==> config.mk <==
export PLATFORM = sky130hd
export DESIGN_NAME = rdc_responder_flat
export DESIGN_NICKNAME = d
export VERILOG_FILES = /design/src/hdl/rdc_pkg.sv /design/src/hdl/rdc_link_if.sv /design/src/hdl/rdc_responder.sv /design/src/flat_wrapper.sv
export VERILOG_INCLUDE_DIRS = /design/src /design/src/hdl
export SDC_FILE = /design/constraint.sdc
export NUM_CORES = 2
export LEC_CHECK = 0
export ABC_AREA = 1
export BUFFER_PORTS_ARGS = -buffer_cell sky130_fd_sc_hd__buf_2
export CAP_MARGIN = 25
export CORE_MARGIN = 2
export CORE_UTILIZATION = 40
export DETAILED_ROUTE_END_ITERATION = 8
export GPL_ROUTABILITY_DRIVEN = 0
export HOLD_SLACK_MARGIN = 0.02
export MAX_ROUTING_LAYER = met4
export PLACE_DENSITY = 0.64
export SLEW_MARGIN = 15
export SYNTH_ARGS = -nofsm -noshare
export SYNTH_HDL_FRONTEND = slang
export SYNTH_SLANG_ARGS = --single-unit
==> constraint.sdc <==
create_clock -name clk_sys -period 13.1 [get_ports clk_sys]
set_input_delay 3.93 -clock clk_sys [delete_from_list [all_inputs] [get_ports clk_sys]]
set_output_delay 3.93 -clock clk_sys [all_outputs]
set_load 0.02 [all_outputs]
==> src/hdl/rdc_regs.svh <==
// constants for the read data chunking requester and responder ends
`ifndef RDC_REGS_SVH
`define RDC_REGS_SVH

// ----------------------------------------------------------------------
// bus geometry (256-bit data bus)
// ----------------------------------------------------------------------
`define RDC_DATA_W     256
`define RDC_ADDR_W     32
`define RDC_ID_W       4
`define RDC_NUM_ID     16
`define RDC_LEN_W      8
`define RDC_CNUM_W     7
`define RDC_CSTRB_W    2
`define RDC_SNOOP_W    4
`define RDC_BUS_SIZE   3'h5
`define RDC_CHUNK_SIZE 3'h4
`define RDC_LANE_BIT   4
`define RDC_OUTS_W     4

// ----------------------------------------------------------------------
// burst and snoop encodings
// ----------------------------------------------------------------------
`define RDC_BURST_FIXED 2'h0
`define RDC_BURST_INCR  2'h1
`define RDC_BURST_WRAP  2'h2
`define RDC_SN_NOSNOOP  4'h0
`define RDC_SN_ONCE     4'h1
`define RDC_SN_ONCE_CI  4'h2
`define RDC_SN_ONCE_MI  4'h3
`define RDC_RESP_OKAY   2'h0

`endif

==> src/hdl/rdc_pkg.sv <==
// types shared by both ends of the read data chunking link
package rdc_pkg;
  `include "rdc_regs.svh"

  // one accepted read, as held by the responder
  typedef struct packed {
    logic                    vld;
    logic                    chunk;
    logic                    unq;
    logic [`RDC_ADDR_W-1:0]  addr;
    logic [`RDC_LEN_W-1:0]   len;
    logic [2:0]              size;
    logic [1:0]              burst;
  } rdc_entry_t;

  typedef enum logic [1:0] {
    RDC_IDLE = 2'b00,
    RDC_WAIT = 2'b01,
    RDC_SEND = 2'b10
  } rdc_state_t;
endpackage

==> src/hdl/rdc_link_if.sv <==
// read address and read data channels with chunking signals
`include "rdc_regs.svh"
interface rdc_link_if;
  import rdc_pkg::*;
  logic                      arvalid;
  logic                      arready;
  logic [`RDC_ADDR_W-1:0]    araddr;
  logic [`RDC_LEN_W-1:0]     arlen;
  logic [2:0]                arsize;
  logic [1:0]                arburst;
  logic [`RDC_SNOOP_W-1:0]   arsnoop;
  logic [`RDC_ID_W-1:0]      arid;
  logic                      archunken;
  logic                      aridunq;
  logic                      rvalid;
  logic                      rready;
  logic [`RDC_DATA_W-1:0]    rdata;
  logic [`RDC_ID_W-1:0]      rid;
  logic [1:0]                rresp;
  logic                      rlast;
  logic                      ridunq;
  logic                      rchunkv;
  logic [`RDC_CNUM_W-1:0]    rchunknum;
  logic [`RDC_CSTRB_W-1:0]   rchunkstrb;

  modport requester (
    output arvalid, araddr, arlen, arsize, arburst, arsnoop, arid,
           archunken, aridunq, rready,
    input  arready, rvalid, rdata, rid, rresp, rlast, ridunq, rchunkv,
           rchunknum, rchunkstrb
  );
  modport responder (
    input  arvalid, araddr, arlen, arsize, arburst, arsnoop, arid,
           archunken, aridunq, rready,
    output arready, rvalid, rdata, rid, rresp, rlast, ridunq, rchunkv,
           rchunknum, rchunkstrb
  );
endinterface

==> src/hdl/rdc_responder.sv <==
// responder end: returns read data, optionally reordered in chunks
//
// Summary of operation
// - chunked data may return in any order
// - without chunking, data returns in order
// - chunk only full-width size or single beat
// - chunk only with size of 128 bits up
// - chunk only with 16-byte aligned address
// - chunk only INCR/WRAP and listed snoop types
// - no chunk request while same ID outstanding
// - no same-ID read behind chunked read
// - chunked reads carry unique-ID indicator
// - unchunked reads: chunk valid, number, strobe zero
// - chunk valid chosen once per transaction
// - chunk number between zero and length
// - strobe per 128-bit lane, never zero
// - last flag only on final beat sent
// - byte count equals unchunked byte count
// - no chunk below unaligned start address
// - chunks numbered upward, 7 bits here
// - narrow buses may drop chunk number
// - chunk strobe 2 bits on 256-bit bus
// - mixed capability: tie inputs low, natural order
// - interconnect may steer chunk signals per side
`include "rdc_regs.svh"
module rdc_responder
  import rdc_pkg::*;
(
  input  wire logic                   clk_sys,       // system clock
  input  wire logic                   arst_n,        // async reset
  rdc_link_if.responder               link,          // link to requester
  input  wire logic                   cfg_chunk_en,  // allow chunked replies
  input  wire logic                   cfg_reverse,   // send chunks high first
  output logic                        mem_req,       // beat fetch pulse
  output logic [`RDC_ADDR_W-1:0]      mem_addr,      // bus-aligned address
  input  wire logic                   mem_rvalid,    // fetch data valid
  input  wire logic [`RDC_DATA_W-1:0] mem_rdata,     // fetched word
  output logic                        busy           // transaction active
);

  // ----------------------------------------------------------------------
  // address and lane helpers
  // ----------------------------------------------------------------------

  // byte address of the beat at transfer index idx (natural order)
  function automatic logic [`RDC_ADDR_W-1:0] beat_addr(
    input rdc_entry_t e,
    input logic [`RDC_LEN_W-1:0] idx
  );
    logic [`RDC_ADDR_W-1:0] bytes;
    logic [`RDC_ADDR_W-1:0] total;
    logic [`RDC_ADDR_W-1:0] wbase;
    logic [`RDC_ADDR_W-1:0] off;
    bytes = `RDC_ADDR_W'(1) << e.size;
    total = bytes * (`RDC_ADDR_W'(e.len) + `RDC_ADDR_W'(1));
    wbase = e.addr & ~(total - `RDC_ADDR_W'(1));
    off   = `RDC_ADDR_W'(idx) * bytes;
    if (idx == '0) begin
      beat_addr = e.addr;
    end else if (e.burst == `RDC_BURST_WRAP) begin
      beat_addr = wbase + ((e.addr - wbase + off) & (total - `RDC_ADDR_W'(1)));
    end else begin
      beat_addr = (e.addr & ~(bytes - `RDC_ADDR_W'(1))) + off;
    end
  endfunction

  // 128-bit lanes that carry bytes of this beat, never below the start
  function automatic logic [`RDC_CSTRB_W-1:0] lane_strb(
    input rdc_entry_t e,
    input logic [`RDC_ADDR_W-1:0] a
  );
    if (e.size == `RDC_BUS_SIZE) begin
      lane_strb = a[`RDC_LANE_BIT] ? 2'h2 : 2'h3;
    end else begin
      lane_strb = a[`RDC_LANE_BIT] ? 2'h2 : 2'h1;
    end
  endfunction

  // ----------------------------------------------------------------------
  // state
  // ----------------------------------------------------------------------
  rdc_entry_t                  tbl [`RDC_NUM_ID];
  rdc_entry_t                  next_tbl [`RDC_NUM_ID];
  rdc_entry_t                  hold, next_hold;
  logic [`RDC_ID_W-1:0]        hold_id, next_hold_id;
  rdc_entry_t                  cur, next_cur;
  logic [`RDC_ID_W-1:0]        cur_id, next_cur_id;
  logic                        cur_cv, next_cur_cv;
  logic                        cur_rev, next_cur_rev;
  logic [`RDC_LEN_W-1:0]       sent, next_sent;
  rdc_state_t                  state, next_state;
  logic                        next_arready;
  logic                        next_rvalid;
  logic [`RDC_DATA_W-1:0]      next_rdata;
  logic [`RDC_ID_W-1:0]        next_rid;
  logic                        next_rlast;
  logic                        next_ridunq;
  logic                        next_rchunkv;
  logic [`RDC_CNUM_W-1:0]      next_rchunknum;
  logic [`RDC_CSTRB_W-1:0]     next_rchunkstrb;
  logic                        next_mem_req;
  logic [`RDC_ADDR_W-1:0]      next_mem_addr;
  logic                        next_busy;
  logic [`RDC_LEN_W-1:0]       idx;
  logic [`RDC_LEN_W-1:0]       nidx;
  logic [`RDC_ADDR_W-1:0]      a_cur;

  // natural index of the beat now in flight and of the one after it
  assign idx  = cur_rev ? (cur.len - sent) : sent;
  assign nidx = cur_rev ? (cur.len - sent - `RDC_LEN_W'(1))
                        : (sent + `RDC_LEN_W'(1));
  assign a_cur = beat_addr(cur, idx);

  // ----------------------------------------------------------------------
  // next-state logic
  // ----------------------------------------------------------------------

  // request capture, per-ID record and beat sequencing
  always_comb begin
    logic found;
    found           = 1'b0;
    next_tbl        = tbl;
    next_hold       = hold;
    next_hold_id    = hold_id;
    next_cur        = cur;
    next_cur_id     = cur_id;
    next_cur_cv     = cur_cv;
    next_cur_rev    = cur_rev;
    next_sent       = sent;
    next_state      = state;
    next_rvalid     = link.rvalid;
    next_rdata      = link.rdata;
    next_rid        = link.rid;
    next_rlast      = link.rlast;
    next_ridunq     = link.ridunq;
    next_rchunkv    = link.rchunkv;
    next_rchunknum  = link.rchunknum;
    next_rchunkstrb = link.rchunkstrb;
    next_mem_req    = 1'b0;
    next_mem_addr   = mem_addr;

    // one-deep capture keeps arready a plain flop
    if (link.arvalid && link.arready) begin
      next_hold.vld   = 1'b1;
      next_hold.chunk = link.archunken;       // tied low if unsupported
      next_hold.unq   = link.aridunq;
      next_hold.addr  = link.araddr;
      next_hold.len   = link.arlen;
      next_hold.size  = link.arsize;
      next_hold.burst = link.arburst;
      next_hold_id    = link.arid;
    end else if (hold.vld && !tbl[hold_id].vld) begin
      next_tbl[hold_id] = hold;
      next_hold.vld     = 1'b0;
    end

    unique case (state)
      RDC_IDLE: begin
        // serve the lowest recorded ID; no interleaving between IDs
        for (int i = 0; i < `RDC_NUM_ID; i++) begin
          if (tbl[i].vld && !found) begin
            found        = 1'b1;
            next_cur     = tbl[i];
            next_cur_id  = `RDC_ID_W'(i);
            next_cur_cv  = tbl[i].chunk && cfg_chunk_en;
            next_cur_rev = tbl[i].chunk && cfg_chunk_en && cfg_reverse;
            next_sent    = '0;
          end
        end
        if (found) begin
          next_mem_req  = 1'b1;
          next_mem_addr = beat_addr(next_cur,
                            next_cur_rev ? next_cur.len : `RDC_LEN_W'(0));
          next_state    = RDC_WAIT;
        end
      end
      RDC_WAIT: begin
        if (mem_rvalid) begin
          next_rvalid  = 1'b1;
          next_rdata   = mem_rdata;
          next_rid     = cur_id;
          next_ridunq  = cur.unq;
          next_rlast   = (sent == cur.len);
          next_rchunkv = cur_cv;
          if (cur_cv) begin
            next_rchunknum  = idx[`RDC_CNUM_W-1:0];
            next_rchunkstrb = lane_strb(cur, a_cur);
          end else begin
            next_rchunknum  = '0;
            next_rchunkstrb = '0;
          end
          next_state   = RDC_SEND;
        end
      end
      RDC_SEND: begin
        if (link.rready) begin
          next_rvalid = 1'b0;
          if (sent == cur.len) begin
            // every beat of len+1 sent once, so byte count is unchanged
            next_tbl[cur_id].vld = 1'b0;
            next_state           = RDC_IDLE;
          end else begin
            next_sent     = sent + `RDC_LEN_W'(1);
            next_mem_req  = 1'b1;
            next_mem_addr = beat_addr(cur, nidx);
            next_state    = RDC_WAIT;
          end
        end
      end
      default: begin
        next_state = RDC_IDLE;
      end
    endcase

    next_mem_addr[`RDC_LANE_BIT:0] = '0;
    next_arready = !next_hold.vld;
    next_busy    = (next_state != RDC_IDLE);
  end

  // ----------------------------------------------------------------------
  // registers
  // ----------------------------------------------------------------------

  // only registers here; all decisions live in the block above
  always_ff @(posedge clk_sys or negedge arst_n) begin
    if (!arst_n) begin
      for (int i = 0; i < `RDC_NUM_ID; i++) begin
        tbl[i] <= '0;
      end
      hold            <= '0;
      hold_id         <= '0;
      cur             <= '0;
      cur_id          <= '0;
      cur_cv          <= 1'b0;
      cur_rev         <= 1'b0;
      sent            <= '0;
      state           <= RDC_IDLE;
      link.arready    <= 1'b0;
      link.rvalid     <= 1'b0;
      link.rdata      <= '0;
      link.rid        <= '0;
      link.rlast      <= 1'b0;
      link.ridunq     <= 1'b0;
      link.rchunkv    <= 1'b0;
      link.rchunknum  <= '0;
      link.rchunkstrb <= '0;
      mem_req         <= 1'b0;
      mem_addr        <= '0;
      busy            <= 1'b0;
    end else begin
      tbl             <= next_tbl;
      hold            <= next_hold;
      hold_id         <= next_hold_id;
      cur             <= next_cur;
      cur_id          <= next_cur_id;
      cur_cv          <= next_cur_cv;
      cur_rev         <= next_cur_rev;
      sent            <= next_sent;
      state           <= next_state;
      link.arready    <= next_arready;
      link.rvalid     <= next_rvalid;
      link.rdata      <= next_rdata;
      link.rid        <= next_rid;
      link.rlast      <= next_rlast;
      link.ridunq     <= next_ridunq;
      link.rchunkv    <= next_rchunkv;
      link.rchunknum  <= next_rchunknum;
      link.rchunkstrb <= next_rchunkstrb;
      mem_req         <= next_mem_req;
      mem_addr        <= next_mem_addr;
      busy            <= next_busy;
    end
  end

  // response code is always okay; this end has no error source
  assign link.rresp = `RDC_RESP_OKAY;

endmodule

==> src/flat_wrapper.sv <==
// flat-port wrapper written by rule: the top's interface ports become plain ports
module rdc_responder_flat import rdc_pkg::*;
  (clk_sys, arst_n, cfg_chunk_en, cfg_reverse, mem_req, mem_addr, mem_rvalid, mem_rdata, busy, link_arvalid, link_araddr, link_arlen, link_arsize, link_arburst, link_arsnoop, link_arid, link_archunken, link_aridunq, link_rready, link_arready, link_rvalid, link_rdata, link_rid, link_rresp, link_rlast, link_ridunq, link_rchunkv, link_rchunknum, link_rchunkstrb);
  rdc_link_if link_i ();
  input  wire logic clk_sys;
  input  wire logic arst_n;
  input  wire logic cfg_chunk_en;
  input  wire logic cfg_reverse;
  output logic mem_req;
  output logic [`RDC_ADDR_W-1:0] mem_addr;
  input  wire logic mem_rvalid;
  input  wire logic [`RDC_DATA_W-1:0] mem_rdata;
  output logic busy;
  input wire logic [$bits(link_i.arvalid)-1:0] link_arvalid;
  input wire logic [$bits(link_i.araddr)-1:0] link_araddr;
  input wire logic [$bits(link_i.arlen)-1:0] link_arlen;
  input wire logic [$bits(link_i.arsize)-1:0] link_arsize;
  input wire logic [$bits(link_i.arburst)-1:0] link_arburst;
  input wire logic [$bits(link_i.arsnoop)-1:0] link_arsnoop;
  input wire logic [$bits(link_i.arid)-1:0] link_arid;
  input wire logic [$bits(link_i.archunken)-1:0] link_archunken;
  input wire logic [$bits(link_i.aridunq)-1:0] link_aridunq;
  input wire logic [$bits(link_i.rready)-1:0] link_rready;
  output wire logic [$bits(link_i.arready)-1:0] link_arready;
  output wire logic [$bits(link_i.rvalid)-1:0] link_rvalid;
  output wire logic [$bits(link_i.rdata)-1:0] link_rdata;
  output wire logic [$bits(link_i.rid)-1:0] link_rid;
  output wire logic [$bits(link_i.rresp)-1:0] link_rresp;
  output wire logic [$bits(link_i.rlast)-1:0] link_rlast;
  output wire logic [$bits(link_i.ridunq)-1:0] link_ridunq;
  output wire logic [$bits(link_i.rchunkv)-1:0] link_rchunkv;
  output wire logic [$bits(link_i.rchunknum)-1:0] link_rchunknum;
  output wire logic [$bits(link_i.rchunkstrb)-1:0] link_rchunkstrb;
  assign link_i.arvalid = link_arvalid;
  assign link_i.araddr = link_araddr;
  assign link_i.arlen = link_arlen;
  assign link_i.arsize = link_arsize;
  assign link_i.arburst = link_arburst;
  assign link_i.arsnoop = link_arsnoop;
  assign link_i.arid = link_arid;
  assign link_i.archunken = link_archunken;
  assign link_i.aridunq = link_aridunq;
  assign link_i.rready = link_rready;
  assign link_arready = link_i.arready;
  assign link_rvalid = link_i.rvalid;
  assign link_rdata = link_i.rdata;
  assign link_rid = link_i.rid;
  assign link_rresp = link_i.rresp;
  assign link_rlast = link_i.rlast;
  assign link_ridunq = link_i.ridunq;
  assign link_rchunkv = link_i.rchunkv;
  assign link_rchunknum = link_i.rchunknum;
  assign link_rchunkstrb = link_i.rchunkstrb;
  rdc_responder u_core (.clk_sys(clk_sys), .arst_n(arst_n), .link(link_i), .cfg_chunk_en(cfg_chunk_en), .cfg_reverse(cfg_reverse), .mem_req(mem_req), .mem_addr(mem_addr), .mem_rvalid(mem_rvalid), .mem_rdata(mem_rdata), .busy(busy));
endmodule
---- Word-level counts from Yosys, hierarchy flattened ----
Index checks and enable logic that the tools add are counted.
cells by class
  add/sub/neg operators ................... 20
  $mul .................................... 5
  $lt $le $gt $ge ......................... 4
  eq/ne operators ......................... 11
  shifts and indexed selects .............. 2
  multiplexer cells ....................... 163
  bitwise operators ....................... 13
  reductions and logical operators ........ 82
operator list
  operator                                            number
  2-to-1 mux 768 bit                                  5
  bitwise mux 768 bit                                 2
  2-to-1 mux 46 bit                                   17
  demux 48 bit (select 4 bit)                         2
  2-to-1 mux 32 bit                                   7
  adder 32 bit                                        6
  bitwise AND 32 bit                                  6
  binary-select mux 48 bit (select 4 bit)             1
  2-to-1 mux 48 bit                                   4
  2-to-1 mux 8 bit                                    21
  inverter 32 bit                                     4
  subtractor 32 x 1 -> 32 bit, second input constant  4
  2-to-1 mux 1 bit                                    74
  multiplier 32 x 32 -> 32 bit                        2
  multiplier 8 x 32 -> 32 bit                         2
  2-to-1 mux 4 bit                                    16
  case mux 32 bit (2 select lines)                    1
  left shift 1 x 3 -> 32 bit, first input constant    2
  subtractor 32 bit                                   2
  logical AND 1 bit                                   51
  multiplier 8 x 32 -> 5 bit                          1
  zero test 8 bit                                     3
  adder 8 x 1 -> 9 bit, second input constant         2
  zero test 1 bit                                     17
  27 further kinds                                    48
word-level totals
  register bits after elaboration ......... 1185
  bits of input ports ..................... 318
  output and inout bits ................... 310
  logic and storage cells ................. 442

---- Depth between registers and ports, before layout ----
  depth after elaboration ................. 75
  mapped depth ............................ 74
  gate-level depth less buffers ........... 73

---- Worst setup path after synthesis ----
Ideal clock, no wire load.
  kind .................................... input to register
  start point ............................. in cfg_chunk_en
  end point ............................... reg u_core.mem_addr[31]
  setup time .............................. 0.125 ns
  data arrival time ....................... 12.002 ns
  required time ........................... 12.975 ns
  slack ................................... 0.974 ns
  stages on the path ...................... 63
  path through ............................ clkbuf_1 nand2_1 nor2_1 a31oi_1 o32ai_1 nand2_1 o211ai_1 nand2_1 o21ai_0 nand2_1 o21ai_0 nand2_1 nand3_2 nand2_1 nor2_1 fa_1 inv_1 fa_1 [27 not listed] nand3_1 nand2_1 nand3_1 nand2_1 o21ai_0 a21oi_1 ha_1 inv_1 nor2_1 nand3_1 nor3_1 nand3_1 nand3_1 nand3_1 nand2_1 nand2_1 nand2_1 nand3_1
on the way
  longest elaborated chain between the ends .. 28
  elaborated cells on any way between the ends .. 60
  those cells by class .................... add/sub: 3; mul: 1; mux: 22; bitwise: 1; reduce/logical: 33
ends and longest elaborated chain
  element                                line                  text
  start: declaration                     flat_wrapper.sv:7     input wire logic cfg_chunk_en;
  logical AND 1 bit (2 in a row)         rdc_responder.sv:166  next_cur_rev = tbl[i].chunk && cfg_chunk_en && cfg_reverse;
  2-to-1 mux 1 bit (15 in a row)         rdc_responder.sv:161  if (tbl[i].vld && !found) begin
  2-to-1 mux 1 bit *                     rdc_responder.sv:161
  2-to-1 mux 1 bit *                     rdc_responder.sv:157  unique case (state)
  2-to-1 mux 8 bit *                     rdc_responder.sv:173  next_cur_rev ? next_cur.len : `RDC_LEN_W'(0));
  multiplier 8 x 32 -> 32 bit (no line)  -
  adder 32 bit                           rdc_responder.sv:61   beat_addr = wbase + ((e.addr - wbase + off) & (total - `RDC_ADDR_W'(1)));
  bitwise AND 32 bit                     rdc_responder.sv:61
  adder 32 bit                           rdc_responder.sv:61
  2-to-1 mux 32 bit                      rdc_responder.sv:60   end else if (e.burst == `RDC_BURST_WRAP) begin
  2-to-1 mux 32 bit *                    rdc_responder.sv:58   if (idx == '0) begin
  2-to-1 mux 32 bit *                    rdc_responder.sv:170  if (found) begin
  case mux 32 bit (2 select lines) *     rdc_responder.sv:157
  end signal: assignment                 rdc_responder.sv:270  mem_addr <= next_mem_addr;
  end: declaration                       rdc_responder.sv:35   output logic [`RDC_ADDR_W-1:0] mem_addr,
Every way passes the cells marked *; elsewhere a longest branch is shown, timed or not. The select of a mux whose other input is x is not followed.
A chain may end at the register's enable or synchronous reset.

---- Worst setup path in the final report ----
  start point ............................. reg u_core.tbl[671] in the netlist's numbering
  end point ............................... reg u_core.mem_addr[31]
on the way
  longest elaborated chain between the ends .. 68
  elaborated cells on any way between the ends .. 109
  those cells by class .................... add/sub: 7; mul: 2; eq/ne: 2; shift: 1; mux: 63; bitwise: 5; reduce/logical: 29
ends and longest elaborated chain
  element                           line                  text
  start: declaration                rdc_responder.sv:82   rdc_entry_t tbl [`RDC_NUM_ID];
  start signal: assignment          rdc_responder.sv:251  tbl <= next_tbl;
  logical AND 1 bit *               rdc_responder.sv:161
  2-to-1 mux 1 bit                  rdc_responder.sv:161
  2-to-1 mux 1 bit                  rdc_responder.sv:157
  zero test 1 bit                   rdc_responder.sv:161
  logical AND 1 bit                 rdc_responder.sv:161
  2-to-1 mux 1 bit                  rdc_responder.sv:161
  2-to-1 mux 1 bit                  rdc_responder.sv:157
  zero test 1 bit                   rdc_responder.sv:161
  [52 not listed]                   -
  subtractor 32 bit                 rdc_responder.sv:61
  adder 32 bit                      rdc_responder.sv:61
  bitwise AND 32 bit                rdc_responder.sv:61
  adder 32 bit                      rdc_responder.sv:61
  2-to-1 mux 32 bit                 rdc_responder.sv:60
  2-to-1 mux 32 bit                 rdc_responder.sv:58
  2-to-1 mux 32 bit                 rdc_responder.sv:170
  case mux 32 bit (2 select lines)  rdc_responder.sv:157
Marked as above.

==> results.json <==
{
  "hold_viol": 0,
  "synth_cell_types": 70,
  "cp-start-kind": "register",
  "netlist_top_cells_area": "dfrtp_1, nand2_1, o21ai_0",
  "synth-main-ff-cell": "dfrtp_1",
  "io_pins": 628,
  "drv_cap": 0,
  "clk_latency_ns": 0.81,
  "drc_errors": 0,
  "cts-buffers-inserted": 136,
  "avgViaCountPerCell": 5.35,
  "synth_top_area_share_pct": 41.7,
  "overflow": 0,
  "finClkSkew_ns": 0.0468,
  "fin_area_um2": 81900,
  "syn_avg_cell_area_um2": 7.64,
  "dieWidth_um": 426,
  "antenna_found_initial": 21,
  "setup_violations": 0,
  "drt_first_pass_iters": 6,
  "grt_start_max_net_pins": 183,
  "drive_above_1_share_pct": 12.1,
  "cts_max_level": 4,
  "grt_util_all_layers_pct": 27.7,
  "status": "finished, final reports clean",
  "yosysWarningCount": 0,
  "max_freq_ghz": 0.0811,
  "syn2layout_area_growth_pct": 15.3,
  "synthCells": 9298,
  "grt_pass1_wl_um": 374000,
  "path_clk_slew_ns": 0.06,
  "async_flop_share_pct": 100,
  "dieArea_um2": 181000,
  "ys_top_cells_by_count": "nand2_1, o21ai_0, dfrtp_1",
  "crit_top_cell": "nand2_1",
  "required_ns": 13.80,
  "drtAntennaViolNets": 0,
  "worst-path-stages": 66,
  "place_area_um2": 77300,
  "holdBufCountCts": 0,
  "period_needed_ns": 12.33,
  "tightest_slew_ns": 1.09,
  "rows": 154,
  "fp.dieH_um": 426,
  "drv_slew": 0,
  "core_um2": 176000,
  "reg2reg_depth": 66,
  "clock-sinks": 1185,
  "grt_pass1_vias": 61500,
  "cp_slowest_stage_delay_ns": 0.53,
  "path_class": "reg -> reg",
  "synth_edf_count": 0,
  "hp-class": "reg -> reg",
  "vias": 65800,
  "crit_slowest_cell": "fa_1",
  "synth_largest_area_cell": "dfrtp_1",
  "hpwl_um": 178000,
  "path_buf_inv": 12,
  "synth_most_common_cell": "nand2_1",
  "cpLargestDelayFamily": "adder cells",
  "final.period_utilization_pct": 94.2,
  "max_slew_margin_pct": 27.5,
  "routedWlPerCell_um": 20.2,
  "cts_root_buffer": "clkbuf_16",
  "nFillCells": 17400,
  "arrival_ns": 13.03,
  "synth_area_um2": 71100,
  "port_buffers": 616,
  "worst-path-max-fanout": 21,
  "hold_depth": 2,
  "yosysSeqAreaShare_pct": 41.7,
  "ys_ff_latch": 1185,
  "start_util_pct": 40.3,
  "cp-end-kind": "register",
  "drt_wl_total_um": 248000,
  "num-nets-final": 10700,
  "clock_path_buffers": 3,
  "dr.first_iter.drc_count": 7345,
  "cts_tree": "built"
}
-- worst register-to-register path, delay by kind of cell, from the launching register on --
family | cells | cell delay, ns
xor gates and xnor gates | 2 | 0.51
DFF | 1 | 0.39
AOI/OAI and AO/OA | 16 | 2.77
buffers and inverters | 12 | 1.53
adders and majority gates | 10 | 4.06
and+or+nand+nor | 26 | 2.94
-- cell families (layout without fill, tap and decap cells) --
family,count (synthesis),count (layout),share of synthesized area [%]
compound gates,1910,1910,14.7
xor+xnor,134,134,1.65
fa+ha+maj,515,515,10.9
buf+inv,1476,2108,8.01
flops,1185,1185,41.7
other cells,2,17,0.0106
simple gates,4076,4076,23.1
-- final cells by class --
class / count / area [um^2] / share of cell area (%)
multi-input combinational: 6643 / 36000 / 43.9
sequential: 1185 / 29700 / 36.2
timing repair buffer: 865 / 5100 / 6.23
clock buffer: 204 / 3910 / 4.77
inverter: 996 / 3760 / 4.59
tap: 2340 / 2930 / 3.57
clock inverter: 43 / 548 / 0.669
antenna: 9 / 22.5 / 0.0275
-- per-stage QoR --
stage          util (%)  hold slack [ns]  worst slack [ns]  cells  setup TNS [ns]
6_report           46.5            0.468             0.766  12300               0
5_1_grt            46.5            0.483          -0.00397  12300        -0.00397
4_1_cts            46.4            0.474             0.349  12300               0
3_5_place_dp       43.8            0.460           -0.0970  12000          -0.269
3_3_place_gp       43.8            0.450           -0.0957  12000          -0.268
2_1_floorplan         -            0.444             0.974   9304               0
-- cell usage in the layout (no fill, tap or decap), types with 22 or more instances in the layout --
master / instances
nand4_1: 59
nor3_1: 32
clkbuf_1: 45
buf_2: 616
xor2_1: 89
o21a_1: 48
a221oi_1: 27
a31oi_1: 28
ha_1: 345
buf_4: 238
o21ai_0: 1245
nand3_1: 300
nand2_1: 3069
o22ai_1: 36
xnor2_1: 42
o211ai_1: 49
inv_1: 973
nor2_1: 466
or2_2: 39
dfrtp_1: 1184
clkbuf_16: 138
fa_1: 170
o21bai_1: 22
a21oi_1: 326
-- path summary, 6_finish.rpt --
check / from / end / slack, ns
hold / removal: u_core.link.rvalid / u_core.link.rvalid / 0.47
hold reg to reg: u_core.link.rvalid / u_core.link.rvalid / 0.47
max in group asynchronous: arst_n / async pin / 7.64
min in group asynchronous: arst_n / u_core.link.rdata[165] / 3.07
setup / recovery: u_core.tbl[671] / u_core.mem_addr[31] / 0.77
setup reg to reg: u_core.tbl[671] / u_core.mem_addr[31] / 0.77
-- repair_timing --
item	in CTS	in global routing
setup buffers	0	1
endpoints found under the setup margin	0	10
gates resized for setup	0	26
-- per-layer routing --
layer / track usage (%) / part of all wire, % / vias up / routed length [um]
met5: - / 0 / - / 0
met2: 41.3 / 45 / 2644 / 111000
met4: 13.2 / 5.3 / 0 / 13200
met1: 36.3 / 42 / 31700 / 104000
met3: 5.12 / 8.3 / 501 / 20600
li1: - / - / 30900 / -
Power is left out: the tool's default activity adds up to more than one toggle a clock period on the data nets, which glitch-free logic cannot reach.
